--- src/hw/synth_ctl_pkg.sv ---
// constants for the synthesiser divider and lock control block
package synth_ctl_pkg;
  localparam logic [7:0] ADDR_DIV_DATA = 8'hB2;
  localparam logic [7:0] ADDR_CONTROL = 8'hB3;
  localparam logic [7:0] ADDR_STATUS = 8'hB4;
  localparam int N_WIDTH = 20;
  localparam int R_WIDTH = 13;
  localparam int NUM_SYNTH = 2;
  localparam int HIST_LEN = 3;
  localparam int TOL_NARROW = 1;
  localparam int TOL_WIDE = 4;
  // data word layout: [15:14] synth/set select, [13:12] word index, [11:0] payload
  localparam int DW_SYNTH = 15;
  localparam int DW_SET = 14;
  localparam int DW_IDX_HI = 13;
  localparam int DW_IDX_LO = 12;
  localparam int DW_PAY = 12;
  // control word layout per synth: base 0 or 8
  localparam int CTL_STRIDE = 8;
  localparam int CTL_EN = 0;
  localparam int CTL_PSAVE = 1;
  localparam int CTL_SETSEL = 2;
  localparam int CTL_GAIN = 3;
  localparam int CTL_TOL = 4;
  localparam int CTL_MASK = 5;
  localparam int CTL_REFSEL = 7;
  localparam logic [15:0] CONTROL_RESET = 16'h0000;
endpackage

--- src/hw/rf_synth_divider_lock_control.sv ---
// synthesiser divider sets, pump gain select and lock detector
//
// Contract
// - output frequency equals reference times N divided by R.
// - two independent divider sets per synth, chosen by control register.
// - setup is four data writes; partial values stay, no interlock.
// - gain bit 3 or 11 selects high (1) or low (0) pump gain.
// - comparison frequency programmable from 2.5kHz up to 200kHz.
// - lock tolerance of one or four undivided reference cycles.
// - majority vote over last three lock measurements.
// - lock true only after two successive lock measurements.
// - lock bits readable in status register and maskable to interrupt.
// - lock means phase agreement only, no frequency check.
// - data and control 16-bit write-only, status 8-bit read-only.
// - N counter 20 bits, R counter 13 bits.
// - one control write swaps between transmit and receive sets.
// - locked to out-of-lock transition raises an interrupt.
// - one reference select, crystal or external, shared by both.
`timescale 1ns/100ps
`default_nettype none
module rf_synth_divider_lock_control
#(
  parameter int NW = synth_ctl_pkg::N_WIDTH,
  parameter int RW = synth_ctl_pkg::R_WIDTH
)
(
  // clock and reset
  input wire logic I_REF_CLK,
  input wire logic I_RESET,
  // register port
  input wire logic I_WR,
  input wire logic I_RD,
  input wire logic [7:0] I_ADDR,
  input wire logic [15:0] I_WDATA,
  output logic [7:0] O_RDATA,
  output logic O_IRQ,
  // reference clocks and vco feedback, asynchronous pins
  input wire logic I_XTAL_REF,
  input wire logic I_EXTERNAL_SYNTH_REF_CLOCK,
  input wire logic [synth_ctl_pkg::NUM_SYNTH-1:0] I_VCO_FB,
  // phase comparator, pump gain and synth active outputs
  output logic [synth_ctl_pkg::NUM_SYNTH-1:0] O_PUMP_UP,
  output logic [synth_ctl_pkg::NUM_SYNTH-1:0] O_PUMP_DN,
  output logic [synth_ctl_pkg::NUM_SYNTH-1:0] O_PUMP_GAIN_HIGH,
  output logic [synth_ctl_pkg::NUM_SYNTH-1:0] O_SYNTH_ACTIVE
);
  import synth_ctl_pkg::*;

  // two data words per value, so wider dividers cannot be loaded
  if (NW < 1 || NW > 2 * DW_PAY || RW < 1 || RW > 2 * DW_PAY)
  begin : gen_bad_width
    $error("divider widths not supported");
  end

  // ------------------------------------------------------------
  // register file
  // ------------------------------------------------------------
  // nval_r/rval_r index: synth*2 + set; tx set 0, rx set 1
  logic [NW-1:0] nval_r [4];
  logic [RW-1:0] rval_r [4];
  logic [NW-1:0] nval_nxt [4];
  logic [RW-1:0] rval_nxt [4];
  logic [15:0] ctl_r, ctl_nxt;
  logic [7:0] rdata_r, rdata_nxt;
  logic [NUM_SYNTH-1:0] lock_r, lock_nxt;
  logic [NUM_SYNTH-1:0] irq_r, irq_nxt;

  always_comb
  begin
    logic [1:0] sel;
    logic [DW_PAY-1:0] pay;
    logic [2*DW_PAY-1:0] wide;
    sel = {I_WDATA[DW_SYNTH], I_WDATA[DW_SET]};
    pay = I_WDATA[DW_PAY-1:0];
    wide = '0;
    nval_nxt = nval_r;
    rval_nxt = rval_r;
    ctl_nxt = ctl_r;
    // write-only data: each write lands one 12-bit slice; no interlock
    if (I_WR && I_ADDR == ADDR_DIV_DATA)
    begin
      unique case (I_WDATA[DW_IDX_HI:DW_IDX_LO])
        2'h0:
        begin
          wide = {{DW_PAY{1'b0}}, pay} | ({2*DW_PAY{1'b0}} | 24'(nval_r[sel]) & 24'hFFF000);
          nval_nxt[sel] = NW'(wide);
        end
        2'h1:
        begin
          wide = {pay, {DW_PAY{1'b0}}} | (24'(nval_r[sel]) & 24'h000FFF);
          nval_nxt[sel] = NW'(wide);
        end
        2'h2:
        begin
          wide = {{DW_PAY{1'b0}}, pay} | (24'(rval_r[sel]) & 24'hFFF000);
          rval_nxt[sel] = RW'(wide);
        end
        default:
        begin
          wide = {pay, {DW_PAY{1'b0}}} | (24'(rval_r[sel]) & 24'h000FFF);
          rval_nxt[sel] = RW'(wide);
        end
      endcase
    end
    // one control write flips set select for either synth
    if (I_WR && I_ADDR == ADDR_CONTROL)
      ctl_nxt = I_WDATA;
  end

  // 8-bit read-only status: lock bits low, irq flags above
  always_comb
  begin
    rdata_nxt = rdata_r;
    if (I_RD && I_ADDR == ADDR_STATUS)
      rdata_nxt = {4'h0, irq_r, lock_r};
    else if (I_RD)
      rdata_nxt = 8'h00;
  end

  always_ff @(posedge I_REF_CLK)
  begin
    if (I_RESET)
    begin
      for (int i = 0; i < 4; i++)
      begin
        nval_r[i] <= '0;
        rval_r[i] <= '0;
      end
      ctl_r <= CONTROL_RESET;
      rdata_r <= 8'h00;
    end
    else
    begin
      nval_r <= nval_nxt;
      rval_r <= rval_nxt;
      ctl_r <= ctl_nxt;
      rdata_r <= rdata_nxt;
    end
  end

  // ------------------------------------------------------------
  // pin synchronisers
  // ------------------------------------------------------------
  // clocks arrive as levels; edges are found after two flops
  logic [3:0] s1_r, s2_r, s3_r;
  logic ref_rise;
  logic [NUM_SYNTH-1:0] fb_rise;
  always_ff @(posedge I_REF_CLK)
  begin
    if (I_RESET)
    begin
      s1_r <= 4'h0;
      s2_r <= 4'h0;
      s3_r <= 4'h0;
    end
    else
    begin
      s1_r <= {I_VCO_FB, I_EXTERNAL_SYNTH_REF_CLOCK, I_XTAL_REF};
      s2_r <= s1_r;
      s3_r <= s2_r;
    end
  end
  // shared reference select across both synths
  assign ref_rise = ctl_r[CTL_REFSEL] ? (s2_r[1] & ~s3_r[1]) : (s2_r[0] & ~s3_r[0]);
  assign fb_rise = s2_r[3:2] & ~s3_r[3:2];

  // ------------------------------------------------------------
  // per synth dividers, phase compare, lock detect
  // ------------------------------------------------------------
  genvar g;
  generate
    for (g = 0; g < NUM_SYNTH; g++)
    begin : gen_synth
      localparam int B = g * CTL_STRIDE;
      logic on, wide_tol;
      logic [1:0] idx;
      logic [RW-1:0] rcnt_r, rcnt_nxt;
      logic [NW-1:0] ncnt_r, ncnt_nxt;
      logic [2:0] tol_r, tol_nxt;
      logic up_r, up_nxt, dn_r, dn_nxt;
      logic meas_v, meas_ok;
      logic [HIST_LEN-1:0] hist_r, hist_nxt;
      logic [1:0] runs_r, runs_nxt;
      logic pref, pfb;
      assign on = ctl_r[B+CTL_EN] & ~ctl_r[B+CTL_PSAVE];
      assign wide_tol = ctl_r[B+CTL_TOL];
      assign idx = {1'(g), ctl_r[B+CTL_SETSEL]};
      // r counter divides the reference to the comparison rate
      assign pref = ref_rise && (rcnt_r <= RW'(1));
      assign pfb = fb_rise[g] && (ncnt_r <= NW'(1));
      always_comb
      begin
        rcnt_nxt = rcnt_r;
        ncnt_nxt = ncnt_r;
        up_nxt = up_r;
        dn_nxt = dn_r;
        tol_nxt = tol_r;
        meas_v = 1'b0;
        meas_ok = 1'b0;
        hist_nxt = hist_r;
        runs_nxt = runs_r;
        if (ref_rise)
          rcnt_nxt = pref ? rval_r[idx] : rcnt_r - RW'(1);
        if (fb_rise[g])
          ncnt_nxt = pfb ? nval_r[idx] : ncnt_r - NW'(1);
        // tolerance counted in undivided reference edges
        if ((up_r ^ dn_r) && ref_rise && tol_r != 3'h7)
          tol_nxt = tol_r + 3'h1;
        if (pref && pfb)
        begin
          meas_v = 1'b1;
          meas_ok = 1'b1;
        end
        else if (pref)
        begin
          if (dn_r)
          begin
            meas_v = 1'b1;
            dn_nxt = 1'b0;
          end
          else
            up_nxt = 1'b1;
        end
        else if (pfb)
        begin
          if (up_r)
          begin
            meas_v = 1'b1;
            up_nxt = 1'b0;
          end
          else
            dn_nxt = 1'b1;
        end
        if (meas_v && !meas_ok)
          // phase error only, frequency not judged
          meas_ok = (tol_r < 3'(wide_tol ? TOL_WIDE : TOL_NARROW));
        if (meas_v)
        begin
          tol_nxt = 3'h0;
          hist_nxt = {hist_r[HIST_LEN-2:0], meas_ok};
          runs_nxt = meas_ok ? (runs_r == 2'h3 ? runs_r : runs_r + 2'h1) : 2'h0;
        end
        if (!on)
        begin
          // stale history is dropped when not running
          rcnt_nxt = '0;
          ncnt_nxt = '0;
          up_nxt = 1'b0;
          dn_nxt = 1'b0;
          tol_nxt = 3'h0;
          hist_nxt = '0;
          runs_nxt = 2'h0;
        end
      end
      always_ff @(posedge I_REF_CLK)
      begin
        if (I_RESET)
        begin
          rcnt_r <= '0;
          ncnt_r <= '0;
          up_r <= 1'b0;
          dn_r <= 1'b0;
          tol_r <= 3'h0;
          hist_r <= '0;
          runs_r <= 2'h0;
        end
        else
        begin
          rcnt_r <= rcnt_nxt;
          ncnt_r <= ncnt_nxt;
          up_r <= up_nxt;
          dn_r <= dn_nxt;
          tol_r <= tol_nxt;
          hist_r <= hist_nxt;
          runs_r <= runs_nxt;
        end
      end
      // majority of three holds lock; first rise needs two good in a row
      assign lock_nxt[g] = on &&
        ((hist_nxt[0] & hist_nxt[1]) | (hist_nxt[1] & hist_nxt[2]) |
        (hist_nxt[0] & hist_nxt[2])) &&
        (lock_r[g] || runs_nxt >= 2'(HIST_LEN - 1));
      // loss of lock latches a flag; set wins over read clear
      assign irq_nxt[g] = (lock_r[g] & ~lock_nxt[g]) |
        (irq_r[g] & ~(I_RD && I_ADDR == ADDR_STATUS));
      assign O_PUMP_UP[g] = up_r;
      assign O_PUMP_DN[g] = dn_r;
      assign O_PUMP_GAIN_HIGH[g] = ctl_r[B+CTL_GAIN];
      assign O_SYNTH_ACTIVE[g] = on;
    end
  endgenerate

  always_ff @(posedge I_REF_CLK)
  begin
    if (I_RESET)
    begin
      lock_r <= '0;
      irq_r <= '0;
    end
    else
    begin
      lock_r <= lock_nxt;
      irq_r <= irq_nxt;
    end
  end

  assign O_RDATA = rdata_r;
  // each flag gated by its mask bit
  assign O_IRQ = (irq_r[0] & ctl_r[CTL_MASK]) | (irq_r[1] & ctl_r[CTL_STRIDE+CTL_MASK]);
endmodule
`default_nettype wire

--- config.mk ---
export PLATFORM = sky130hd
export DESIGN_NAME = rf_synth_divider_lock_control
export DESIGN_NICKNAME = d
export VERILOG_FILES = /design/src/hw/synth_ctl_pkg.sv /design/src/hw/rf_synth_divider_lock_control.sv
export SDC_FILE = /design/constraint.sdc
export NUM_CORES = 1
export LEC_CHECK = 0
export BUFFER_PORTS_ARGS = -buffer_cell sky130_fd_sc_hd__buf_4
export CAP_MARGIN = 40
export CORE_ASPECT_RATIO = 2
export CORE_MARGIN = 5
export CORE_UTILIZATION = 50
export CTS_CLUSTER_SIZE = 25
export DETAILED_ROUTE_END_ITERATION = 10
export GPL_TIMING_DRIVEN = 0
export PLACE_DENSITY_LB_ADDON = 0.08
export SYNTH_ARGS = -nofsm -noshare
export SYNTH_HDL_FRONTEND = slang
export SYNTH_SLANG_ARGS = --single-unit
export TNS_END_PERCENT = 50
--- constraint.sdc ---
create_clock -name I_REF_CLK -period 8.5 [get_ports I_REF_CLK]
set_input_delay 0.425 -clock I_REF_CLK [delete_from_list [all_inputs] [get_ports I_REF_CLK]]
set_output_delay 0.425 -clock I_REF_CLK [all_outputs]
set_load 0.005 [all_outputs]
==> qor.csv, run 1 <==
metric,value,unit
status,"complete, no violations",
finalSetupTns,0,ns
crit_end,irq_r[0],
dpl.hpwl,30840,um
routed_wl,40250,um
ys_seq_area_share,39.50,%
crit_family,simple AND/OR/NAND/NOR gates,
wl_per_cell,20.20,um
synth_area_per_cell,8.159,um2
antennaDiodeCount,0,
cp.depth,10,
cts_root_buffer,clkbuf_16,
startpoint,gen_synth[0].ncnt_r[5],
first_global_vias,11162,
nets,1688,
grt_overflow,0,
h-tree-depth,1,
crit_arrival,4.00,ns
cp-end-kind,flop,
fmax,279.4,MHz
ctsHoldBuffers,0,
num_rows,82,
ctsResizeCount,0,
finalWorstPathRequiredPeriod,3.579,ns
grt_pass1_wl,61420,um
start_kind,flop,
utilization,57.09,%
hold_violations,0,
worstPathCellList,or3_1 > nor4_1 > nand4_1 > inv_1 > ha_1 > a311o_1 > buf_6 > o22a_1 > a21oi_1 > a211o_1,
layout_common_cells,"nand2_1, dfxtp_1, a21oi_1",
crit_slowest_cell,nor4_1,
drc_errors,0,
power.total,0.002428,W
clkTransAtPathRegs,0.06,ns
critPathKind,reg2reg,
ys_seq_elements,251,
fin_worst_hold_slack,0.1046,ns
rr_worst_depth,10,
fin_worst_skew,0.01445,ns
grt_max_degree,15,
synth_flop_cell,dfxtp_1,
hold_class,in2reg,
p_per_area,169.2,nW/um2
post_cts_buffers,0,
postSynthCellCount,1559,
clk_latency,0.53,ns
syn-cell-area,12720,um2
ant_nets,0,
r2r_slack,4.92,ns
cts.path.max_buffers,3,
first_pass_iters,5,
die_y,235.6,um
async_flop_share,0,%
num_io_pins,49,
crit_buf_inv,2,
r2r_start,gen_synth[0].ncnt_r[5],
max_stage_delay,0.73,ns
area_growth,12.83,%
rsz0062_at_grt,no,
p_leak,4.767,nW
fin_crit_sh,42.11,%
finalSetupViolCount,0,
tightestPinTransition,0.9501,ns
ys_types,61,
grtUsageTotal,27.07,%
io_buffer_count,42,
cts_tree,built,
routed_via_density,5.879,
worstPathMaxFanout,9,
vias,11710,
die_area,28920,um2
rr_endpoint,irq_r[0],
layout-drive-gt1-share,11.11,%
slew_violations,0,
dpl_cell_area,13550,um2
antenna_found_initial,0,
layout_commonest_cell,nand2_1,
critPathRequiredTime,8.93,ns
drt-initial-drc-count,837,
initial_core_util,50.60,%
die_x,122.8,um
relSlewSlack,36.08,%
stdcell_area,14350,um2
cap_violations,0,
synth-edff-count,0,
core_region_area,25140,um2
cts_sinks,251,
yosysWarnings,0,
numCtsBuffers,24,
gp_congestion,0.9268,
ir_drop,0.2559,mV
-- logic make-up after synthesis --
kind of cell	after synthesis	synth area share, %
simple gates	637	22.33
compound gates	355	16.16
flops	251	39.50
buf+inv	146	4.731
mux	145	15.02
fa+ha+maj	20	1.948
xor+xnor	4	0.2754
other cells	1	0.02948
-- report_power, final --
part / internal, W / leakage (nW) / switching (W)
Clock: 0.000641 / 0.394 / 0.000472
Sequential: 0.00118 / 2.02 / 0.000000807
Combinational: 0.0000466 / 2.35 / 0.0000893
-- per-stage QoR --
| step | cells | setup slack, ns |
|---|---|---|
| final | 1992 | 4.921 |
| after global routing | 1992 | 4.763 |
| after CTS | 1991 | 4.928 |
| after detailed placement | 1947 | 4.914 |
| after global placement | 1940 | 4.950 |
| after floorplan | 1562 | 5.815 |
-- flip-flops by register name (all words and copies together) (netlist names) --
register          cells
s1_r                  4
ctl_r                13
irq_r                 2
gen_synth.up_r        2
s3_r                  4
gen_synth.dn_r        2
s2_r                  4
gen_synth.tol_r       6
O_RDATA               4
gen_synth.hist_r      6
gen_synth.ncnt_r     40
gen_synth.rcnt_r     26
rval_r               52
nval_r               80
lock_r                2
gen_synth.runs_r      4
-- worst min path at each step --
| stage | endpoint | cells past startpoint | startpoint |
|---|---|---|---|
| 2_1_floorplan | s2_r[0] | 1 | s1_r[0] |
| 3_3_place_gp | s2_r[3] | 1 | s1_r[3] |
| 3_5_place_dp | s2_r[0] | 1 | s1_r[0] |
| 4_1_cts | s1_r[0] | 2 | I_XTAL_REF |
| 5_1_grt | s1_r[3] | 2 | I_VCO_FB[1] |
| 6_report | s1_r[1] | 2 | I_EXTERNAL_SYNTH_REF_CLOCK |
-- synth_stat cells, drive strengths merged (6+ instances only) --
| master | number | area (um2) |
|---|---|---|
| a211oi | 20 | 150.1 |
| a21oi | 196 | 980.9 |
| a22oi | 22 | 165.2 |
| a31oi | 7 | 43.79 |
| a32oi | 6 | 52.55 |
| buf | 23 | 140.1 |
| clkbuf | 92 | 345.3 |
| dfxtp | 251 | 5025 |
| ha | 18 | 225.2 |
| inv | 30 | 112.6 |
| mux2 | 37 | 416.7 |
| mux2i | 75 | 750.7 |
| mux4 | 33 | 743.2 |
| nand2 | 315 | 1182 |
| nand2b | 12 | 75.07 |
| nand3 | 15 | 75.07 |
| nand4 | 6 | 37.54 |
| nor2 | 143 | 544.3 |
| nor2b | 37 | 231.5 |
| nor3 | 53 | 265.3 |
| nor4 | 20 | 155.2 |
| o21ai | 52 | 260.3 |
| o22ai | 21 | 131.4 |
| o31ai | 6 | 58.81 |
| o41ai | 6 | 52.55 |
| or3 | 13 | 91.34 |
-- cell type report --
type                    instances  area (um2)
fillers                      2408       10790
multi-input cells            1165        7104
flip-flops and latches        251        5025
clock buffers                  34       669.4
plain buffers                 115       485.5
well taps                     336       420.4
repair buffers                 50       405.4
clock inverters                10       125.1
inverters                      31       116.4
-- layer usage --
layer / routed length, um / vias to the layer above / GRT usage, %
met4: 2581 / 0 / 16.32
li1: - / 5627 / -
met5: 0 / - / 0
met2: 20300 / 416 / 47.38
met1: 15340 / 5546 / 30.85
met3: 2025 / 121 / 2.933
No activity file was read; power rests on OpenSTA's default activity.
==> run 2, diff against run 1 <==
==> constraint.sdc (replaced) <==
create_clock -name I_REF_CLK -period 3.58 [get_ports I_REF_CLK]
set_input_delay 0.179 -clock I_REF_CLK [delete_from_list [all_inputs] [get_ports I_REF_CLK]]
set_output_delay 0.179 -clock I_REF_CLK [all_outputs]
set_load 0.005 [all_outputs]
==> run 2 against run 1 <==
Against the previous run: register-to-register slack got worse by 4.9 ns; via count increased by 0.55%; combinational power increased by 150%; non-clock buffer count increased by 15; maximum frequency increased by 1.7%; wire length increased by 0.33%; clock power increased by 140%; total power increased by 140%; setup slack got worse by 4.9 ns; critical path type unchanged; critical endpoint unchanged; highest routed layer unchanged.
==> qor.csv, run 2 (synthesis results as in run 1) <==
metric,value,unit,change
cts_sinks,251,,unchanged
worstPathMaxFanout,9,,unchanged
fin_crit_sh,98.27,%,was 42.11%
grt_max_degree,15,,unchanged
utilization,57.72,%,was 57.09%
critPathRequiredTime,4.00,ns,was 8.93 ns
finalWorstPathRequiredPeriod,3.518,ns,was 3.579 ns
dpl_cell_area,13550,um2,unchanged
rsz0062_at_grt,yes,,was no
area_growth,14.06,%,was 12.83%
hold_class,in2reg,,unchanged
die_x,122.8,um,unchanged
reg_top3,"nval_r (80), rval_r (52), gen_synth.ncnt_r (40)",,unchanged
holdCritStartpoint,I_WDATA[5],,was I_EXTERNAL_SYNTH_REF_CLOCK
stdcell_area,14510,um2,was 14350 um2
holdPathEnd,ctl_r[5],,was s1_r[1]
routed_via_density,5.866,,was 5.879
io_buffer_count,42,,unchanged
antenna_found_initial,0,,unchanged
fin_worst_hold_slack,0.02478,ns,was 0.1046 ns
grt_pass1_wl,61710,um,was 61420 um
slew_violations,0,,unchanged
ir_drop,0.6070,mV,was 0.2559 mV
grtUsageTotal,27.17,%,was 27.07%
numCtsBuffers,24,,unchanged
relSlewSlack,37.56,%,was 36.08%
die_y,235.6,um,unchanged
nets,1703,,was 1688
rr_worst_depth,10,,unchanged
finalSetupViolCount,0,,unchanged
holdPathStages,3,,was 2
h-tree-depth,1,,unchanged
r2r_start,gen_synth[0].ncnt_r[13],,was gen_synth[0].ncnt_r[5]
drc_errors,0,,unchanged
drt-initial-drc-count,849,,was 837
cap_violations,0,,unchanged
tightestPinTransition,0.9281,ns,was 0.9501 ns
cts.path.max_buffers,3,,unchanged
post_cts_buffers,0,,unchanged
startpoint,gen_synth[0].ncnt_r[13],,was gen_synth[0].ncnt_r[5]
clk_latency,0.53,ns,about the same
routed_wl,40380,um,was 40250 um
p_leak,4.831,nW,was 4.767 nW
clkTransAtPathRegs,0.06,ns,about the same
pre_cts_slack,-0.006412,ns,was 4.914 ns
num_io_pins,49,,unchanged
ant_nets,0,,unchanged
core_region_area,25140,um2,unchanged
first_global_vias,11232,,was 11162
gp_congestion,0.9268,,unchanged
fin_ws,0.06191,ns,was 4.921 ns
hold_violations,0,,unchanged
largest_register_ffs,80,,unchanged
start_kind,flop,,unchanged
cts_tree,built,,unchanged
place_inst,1947,,unchanged
cp-end-kind,flop,,unchanged
grt_overflow,0,,unchanged
critPathKind,reg2reg,,unchanged
fin_worst_skew,0.01354,ns,was 0.01445 ns
num_rows,82,,unchanged
vias,11774,,was 11710
antennaDiodeCount,0,,unchanged
regMostFlops,nval_r,,unchanged
fmax,284.2,MHz,was 279.4 MHz
layout-drive-gt1-share,11.07,%,was 11.11%
r2r_slack,0.06,ns,was 4.92 ns
p_per_area,397.9,nW/um2,was 169.2 nW/um2
die_area,28920,um2,unchanged
status,"complete, no violations",,unchanged
wl_per_cell,20.12,um,was 20.20 um
layout_commonest_cell,nand2_1,,unchanged
crit_arrival,3.94,ns,was 4.00 ns
cts_root_buffer,clkbuf_16,,unchanged
rr_endpoint,irq_r[0],,unchanged
fin_cells,2007,,was 1992
layout_common_cells,"nand2_1, dfxtp_1, a21oi_1",,unchanged
first_pass_iters,6,,was 5
dpl.hpwl,30840,um,unchanged
initial_core_util,50.60,%,unchanged
run 2: cell count changes in the layout (fill, tap and decap cells not counted), sizes merged:
cell	change
dlygate4sd3	+15
run 2: what timing repair did:
action	in CTS	in global routing
resized for setup	0	1
hold buffers	15	0
setup endpoints to repair	0	3
endpoints found under the hold margin	18	0
run 2: through the flow:
stage	setup TNS [ns]	power, W
after floorplan	0	0.003053
after detailed placement	-0.006412	0.003181
after CTS	0	0.005806
final	0	0.005773
after global routing	-0.04472	0.005930
after global placement	0	0.003177
run 2: power breakdown:
group	switching [W]	internal, W
Clock	0.00112	0.00152
Sequential	0.00000192	0.00280
Combinational	0.000213	0.000121
run 2: how the worst max path moves through the flow:
stage	endpoint	cells past startpoint
after CTS	irq_r[0]	10
after detailed placement	irq_r[0]	10
after global routing	lock_r[1]	11
final	irq_r[0]	10
after floorplan	lock_r[0]	10
after global placement	irq_r[0]	10
run 2: worst max-delay path, stage by stage (launching register included):
cell and delay [ns]:
dfxtp_1 0.35, nor4_1 0.53, nor4b_1 0.65, nand4_1 0.42
inv_1 0.34, ha_1 0.26, a311o_1 0.16, buf_6 0.15
o22a_1 0.18, a21oi_1 0.08, a211o_1 0.29
run 2: layer usage:
metal | track usage, % | vias to the layer above | routed length (um)
li1 | - | 5648 | -
met1 | 31.00 | 5597 | 15460
met2 | 47.67 | 409 | 20390
met3 | 2.813 | 120 | 1961
met4 | 16.32 | 0 | 2563
met5 | 0 | - | 0
run 2: final cells by class:
cell class | count | area (um2)
fill | 2396 | 10630
clock buffer | 34 | 669.4
sequential | 251 | 5025
timing repair buffer | 65 | 555.5
clock inverter | 10 | 125.1
multi-input combinational | 1165 | 7111
tap | 336 | 420.4
buffer | 115 | 485.5
inverter | 31 | 116.4
==> run 3, diff against run 2 <==
--- a/config.mk
+++ b/config.mk
@@ -7,9 +7,11 @@
 export LEC_CHECK = 0
 export BUFFER_PORTS_ARGS = -buffer_cell sky130_fd_sc_hd__buf_4
 export CAP_MARGIN = 40
+export CELL_PAD_IN_SITES_DETAIL_PLACEMENT = 1
+export CELL_PAD_IN_SITES_GLOBAL_PLACEMENT = 1
 export CORE_ASPECT_RATIO = 2
 export CORE_MARGIN = 5
-export CORE_UTILIZATION = 50
+export CORE_UTILIZATION = 47
 export CTS_CLUSTER_SIZE = 25
 export DETAILED_ROUTE_END_ITERATION = 10
 export GPL_TIMING_DRIVEN = 0
==> run 3 against run 2 <==
Against the previous run: clock-buffer cell count rose by 5; core utilization is 3.6 points lower; combinational power increased by 3%; non-clock buffer count unchanged; worst hold slack improved by 0.0014 ns; first-iteration DRC count fell by 18%.
==> qor.csv, run 3 (synthesis results as in run 1) <==
metric,value,unit,change
status,"complete, no violations",,unchanged
vias,12017,,was 11774
tightestPinTransition,0.8906,ns,was 0.9281 ns
antenna_found_initial,0,,unchanged
clkPwrFrac,45.0,%,was 45.7%
fin_worst_skew,0.02015,ns,was 0.01354 ns
gp_congestion,0.9674,,was 0.9268
cap_violations,0,,unchanged
num_rows,85,,was 82
rr_worst_depth,12,,was 10
slew_violations,0,,unchanged
largest_register_ffs,80,,unchanged
r2r_start,ctl_r[7],,was gen_synth[0].ncnt_r[13]
grt_pass1_wl,71810,um,was 61710 um
worstPathMaxFanout,10,,was 9
grt_overflow,0,,unchanged
pre_cts_slack,-0.1185,ns,was -0.006412 ns
critPathRequiredTime,4.02,ns,was 4.00 ns
num_io_pins,49,,unchanged
utilization,54.14,%,was 57.72%
area_growth,14.08,%,was 14.06%
reg_top3,"nval_r (80), rval_r (52), gen_synth.ncnt_r (40)",,unchanged
ir_drop,0.3641,mV,was 0.6070 mV
power.share.switching,24.02,%,was 23.10%
p_seq_share,49.0,%,was 48.5%
clk_latency,0.54,ns,was 0.53 ns
numCtsBuffers,25,,was 24
die_y,242.7,um,was 235.6 um
wl_per_cell,22.56,um,was 20.12 um
fmax,296.5,MHz,was 284.2 MHz
first_pass_iters,5,,was 6
busiest_layer,met2,,unchanged
clkTransAtPathRegs,0.07,ns,was 0.06 ns
relSlewSlack,40.08,%,was 37.56%
cts_sinks,251,,unchanged
holdCritStartpoint,I_WDATA[3],,was I_WDATA[5]
combPwrFrac,6.0,%,was 5.8%
holdPathStages,3,,unchanged
hold_violations,0,,unchanged
drc_errors,0,,unchanged
rr_endpoint,irq_r[1],,was irq_r[0]
layout-drive-gt1-share,11.38,%,was 11.07%
grt_use_met3,2.574,%,was 2.813%
routed_wl,45560,um,was 40380 um
crit_arrival,3.82,ns,was 3.94 ns
io_buffer_count,42,,unchanged
die_x,126.3,um,was 122.8 um
routed_via_density,5.952,,was 5.866
use_met2,53.66,%,was 47.67%
grtUsageTotal,29.50,%,was 27.17%
met1_usage,33.06,%,was 31.00%
ant_nets,0,,unchanged
nets,1704,,was 1703
r2r_slack,0.21,ns,was 0.06 ns
p_int,0.004345,W,was 0.004440 W
cts_root_buffer,clkbuf_16,,unchanged
finalWorstPathRequiredPeriod,3.373,ns,was 3.518 ns
rsz0062_at_grt,no,,was yes
initial_core_util,47.46,%,was 50.60%
cts.path.max_buffers,3,,unchanged
layout_commonest_cell,nand2_1,,unchanged
core_region_area,26800,um2,was 25140 um2
h-tree-depth,1,,unchanged
die_area,30650,um2,was 28920 um2
finalSetupViolCount,0,,unchanged
start_kind,flop,,unchanged
grt_max_degree,14,,was 15
regMostFlops,nval_r,,unchanged
p_per_area,394.1,nW/um2,was 397.9 nW/um2
p_leak,4.819,nW,was 4.831 nW
holdPathEnd,ctl_r[3],,was ctl_r[5]
first_global_vias,12798,,was 11232
fin_ws,0.2074,ns,was 0.06191 ns
cp-end-kind,flop,,unchanged
switchingPower,0.001374,W,was 0.001333 W
critPathKind,reg2reg,,unchanged
hold_class,in2reg,,unchanged
layout_common_cells,"nand2_1, dfxtp_1, a21oi_1",,unchanged
fin_crit_sh,94.21,%,was 98.27%
cts_tree,built,,unchanged
dpl.hpwl,34940,um,was 30840 um
drt-initial-drc-count,694,,was 849
-- run 3: area by class of cell --
type	instances	area, um2
Fill cell	3294	12290
Multi-Input combinational cell	1165	7128
Tap cell	348	435.4
Clock buffer	39	748.2
Clock inverter	4	22.52
Buffer	115	485.5
Antenna cell	1	2.502
Sequential cell	251	5025
Timing Repair Buffer	65	546.8
Inverter	31	116.4
-- run 3: power groups by stage --
stage | combinational, W | sequential, W | clock [W]
after floorplan | 0.000192 | 0.00286 | 0
after global placement | 0.000320 | 0.00286 | 0
after detailed placement | 0.000327 | 0.00286 | 0
after CTS | 0.000341 | 0.00280 | 0.00262
after global routing | 0.000369 | 0.00280 | 0.00272
final | 0.000344 | 0.00280 | 0.00257
-- run 3: critical path: stages, from the launching register on --
cell and delay (ns):
dfxtp_1 0.34, nor3b_1 0.26, buf_2 0.24, o211ai_1 0.21, nor3_2 0.38, clkbuf_1 0.49, ha_1 0.28, inv_1 0.05
o41a_1 0.13, o31ai_4 0.15, mux2i_1 0.16, maj3_2 0.38, o22ai_1 0.21
-- run 3: worst max path at each step --
stage,from,end,slack [ns],cells after the start
floorplan,gen_synth[0].rcnt_r[7],lock_r[0],0.89,10
global placement,ctl_r[7],irq_r[1],-0.31,11
detailed placement,gen_synth[0].ncnt_r[5],irq_r[0],-0.12,10
CTS,gen_synth[0].ncnt_r[0],irq_r[0],0.01,12
global route,gen_synth[1].ncnt_r[0],irq_r[1],0.01,10
finish,ctl_r[7],irq_r[1],0.21,12
-- run 3: routing by layer --
layer | vias to the layer above | routed length [um]
met5 | - | 0
met4 | 0 | 3144
met3 | 145 | 1545
met2 | 319 | 23520
met1 | 5904 | 17350
li1 | 5649 | -
-- run 3: repair_timing --
item | in CTS | in global routing
endpoints found under the hold margin | 16 | 0
buffers inserted | 0 | 0
cloned | 0 | 0
pin swaps | 0 | 1
setup endpoints to repair | 2 | 3
hold buffers | 14 | 0
resized for setup | 2 | 3
-- run 3: through the flow --
stage	power (W)	setup TNS (ns)	cells	hold slack, ns	instance area [um2]
final	0.005719	0	2019	0.02616	14510
after global routing	0.005884	0	2018	0.01127	14510
after CTS	0.005757	0	2018	0.0007265	14500
after detailed placement	0.003190	-0.1185	1961	0.3970	13570
after global placement	0.003183	-0.6804	1952	0.3939	13480
after floorplan	0.003053	0	1562	0.3072	12730
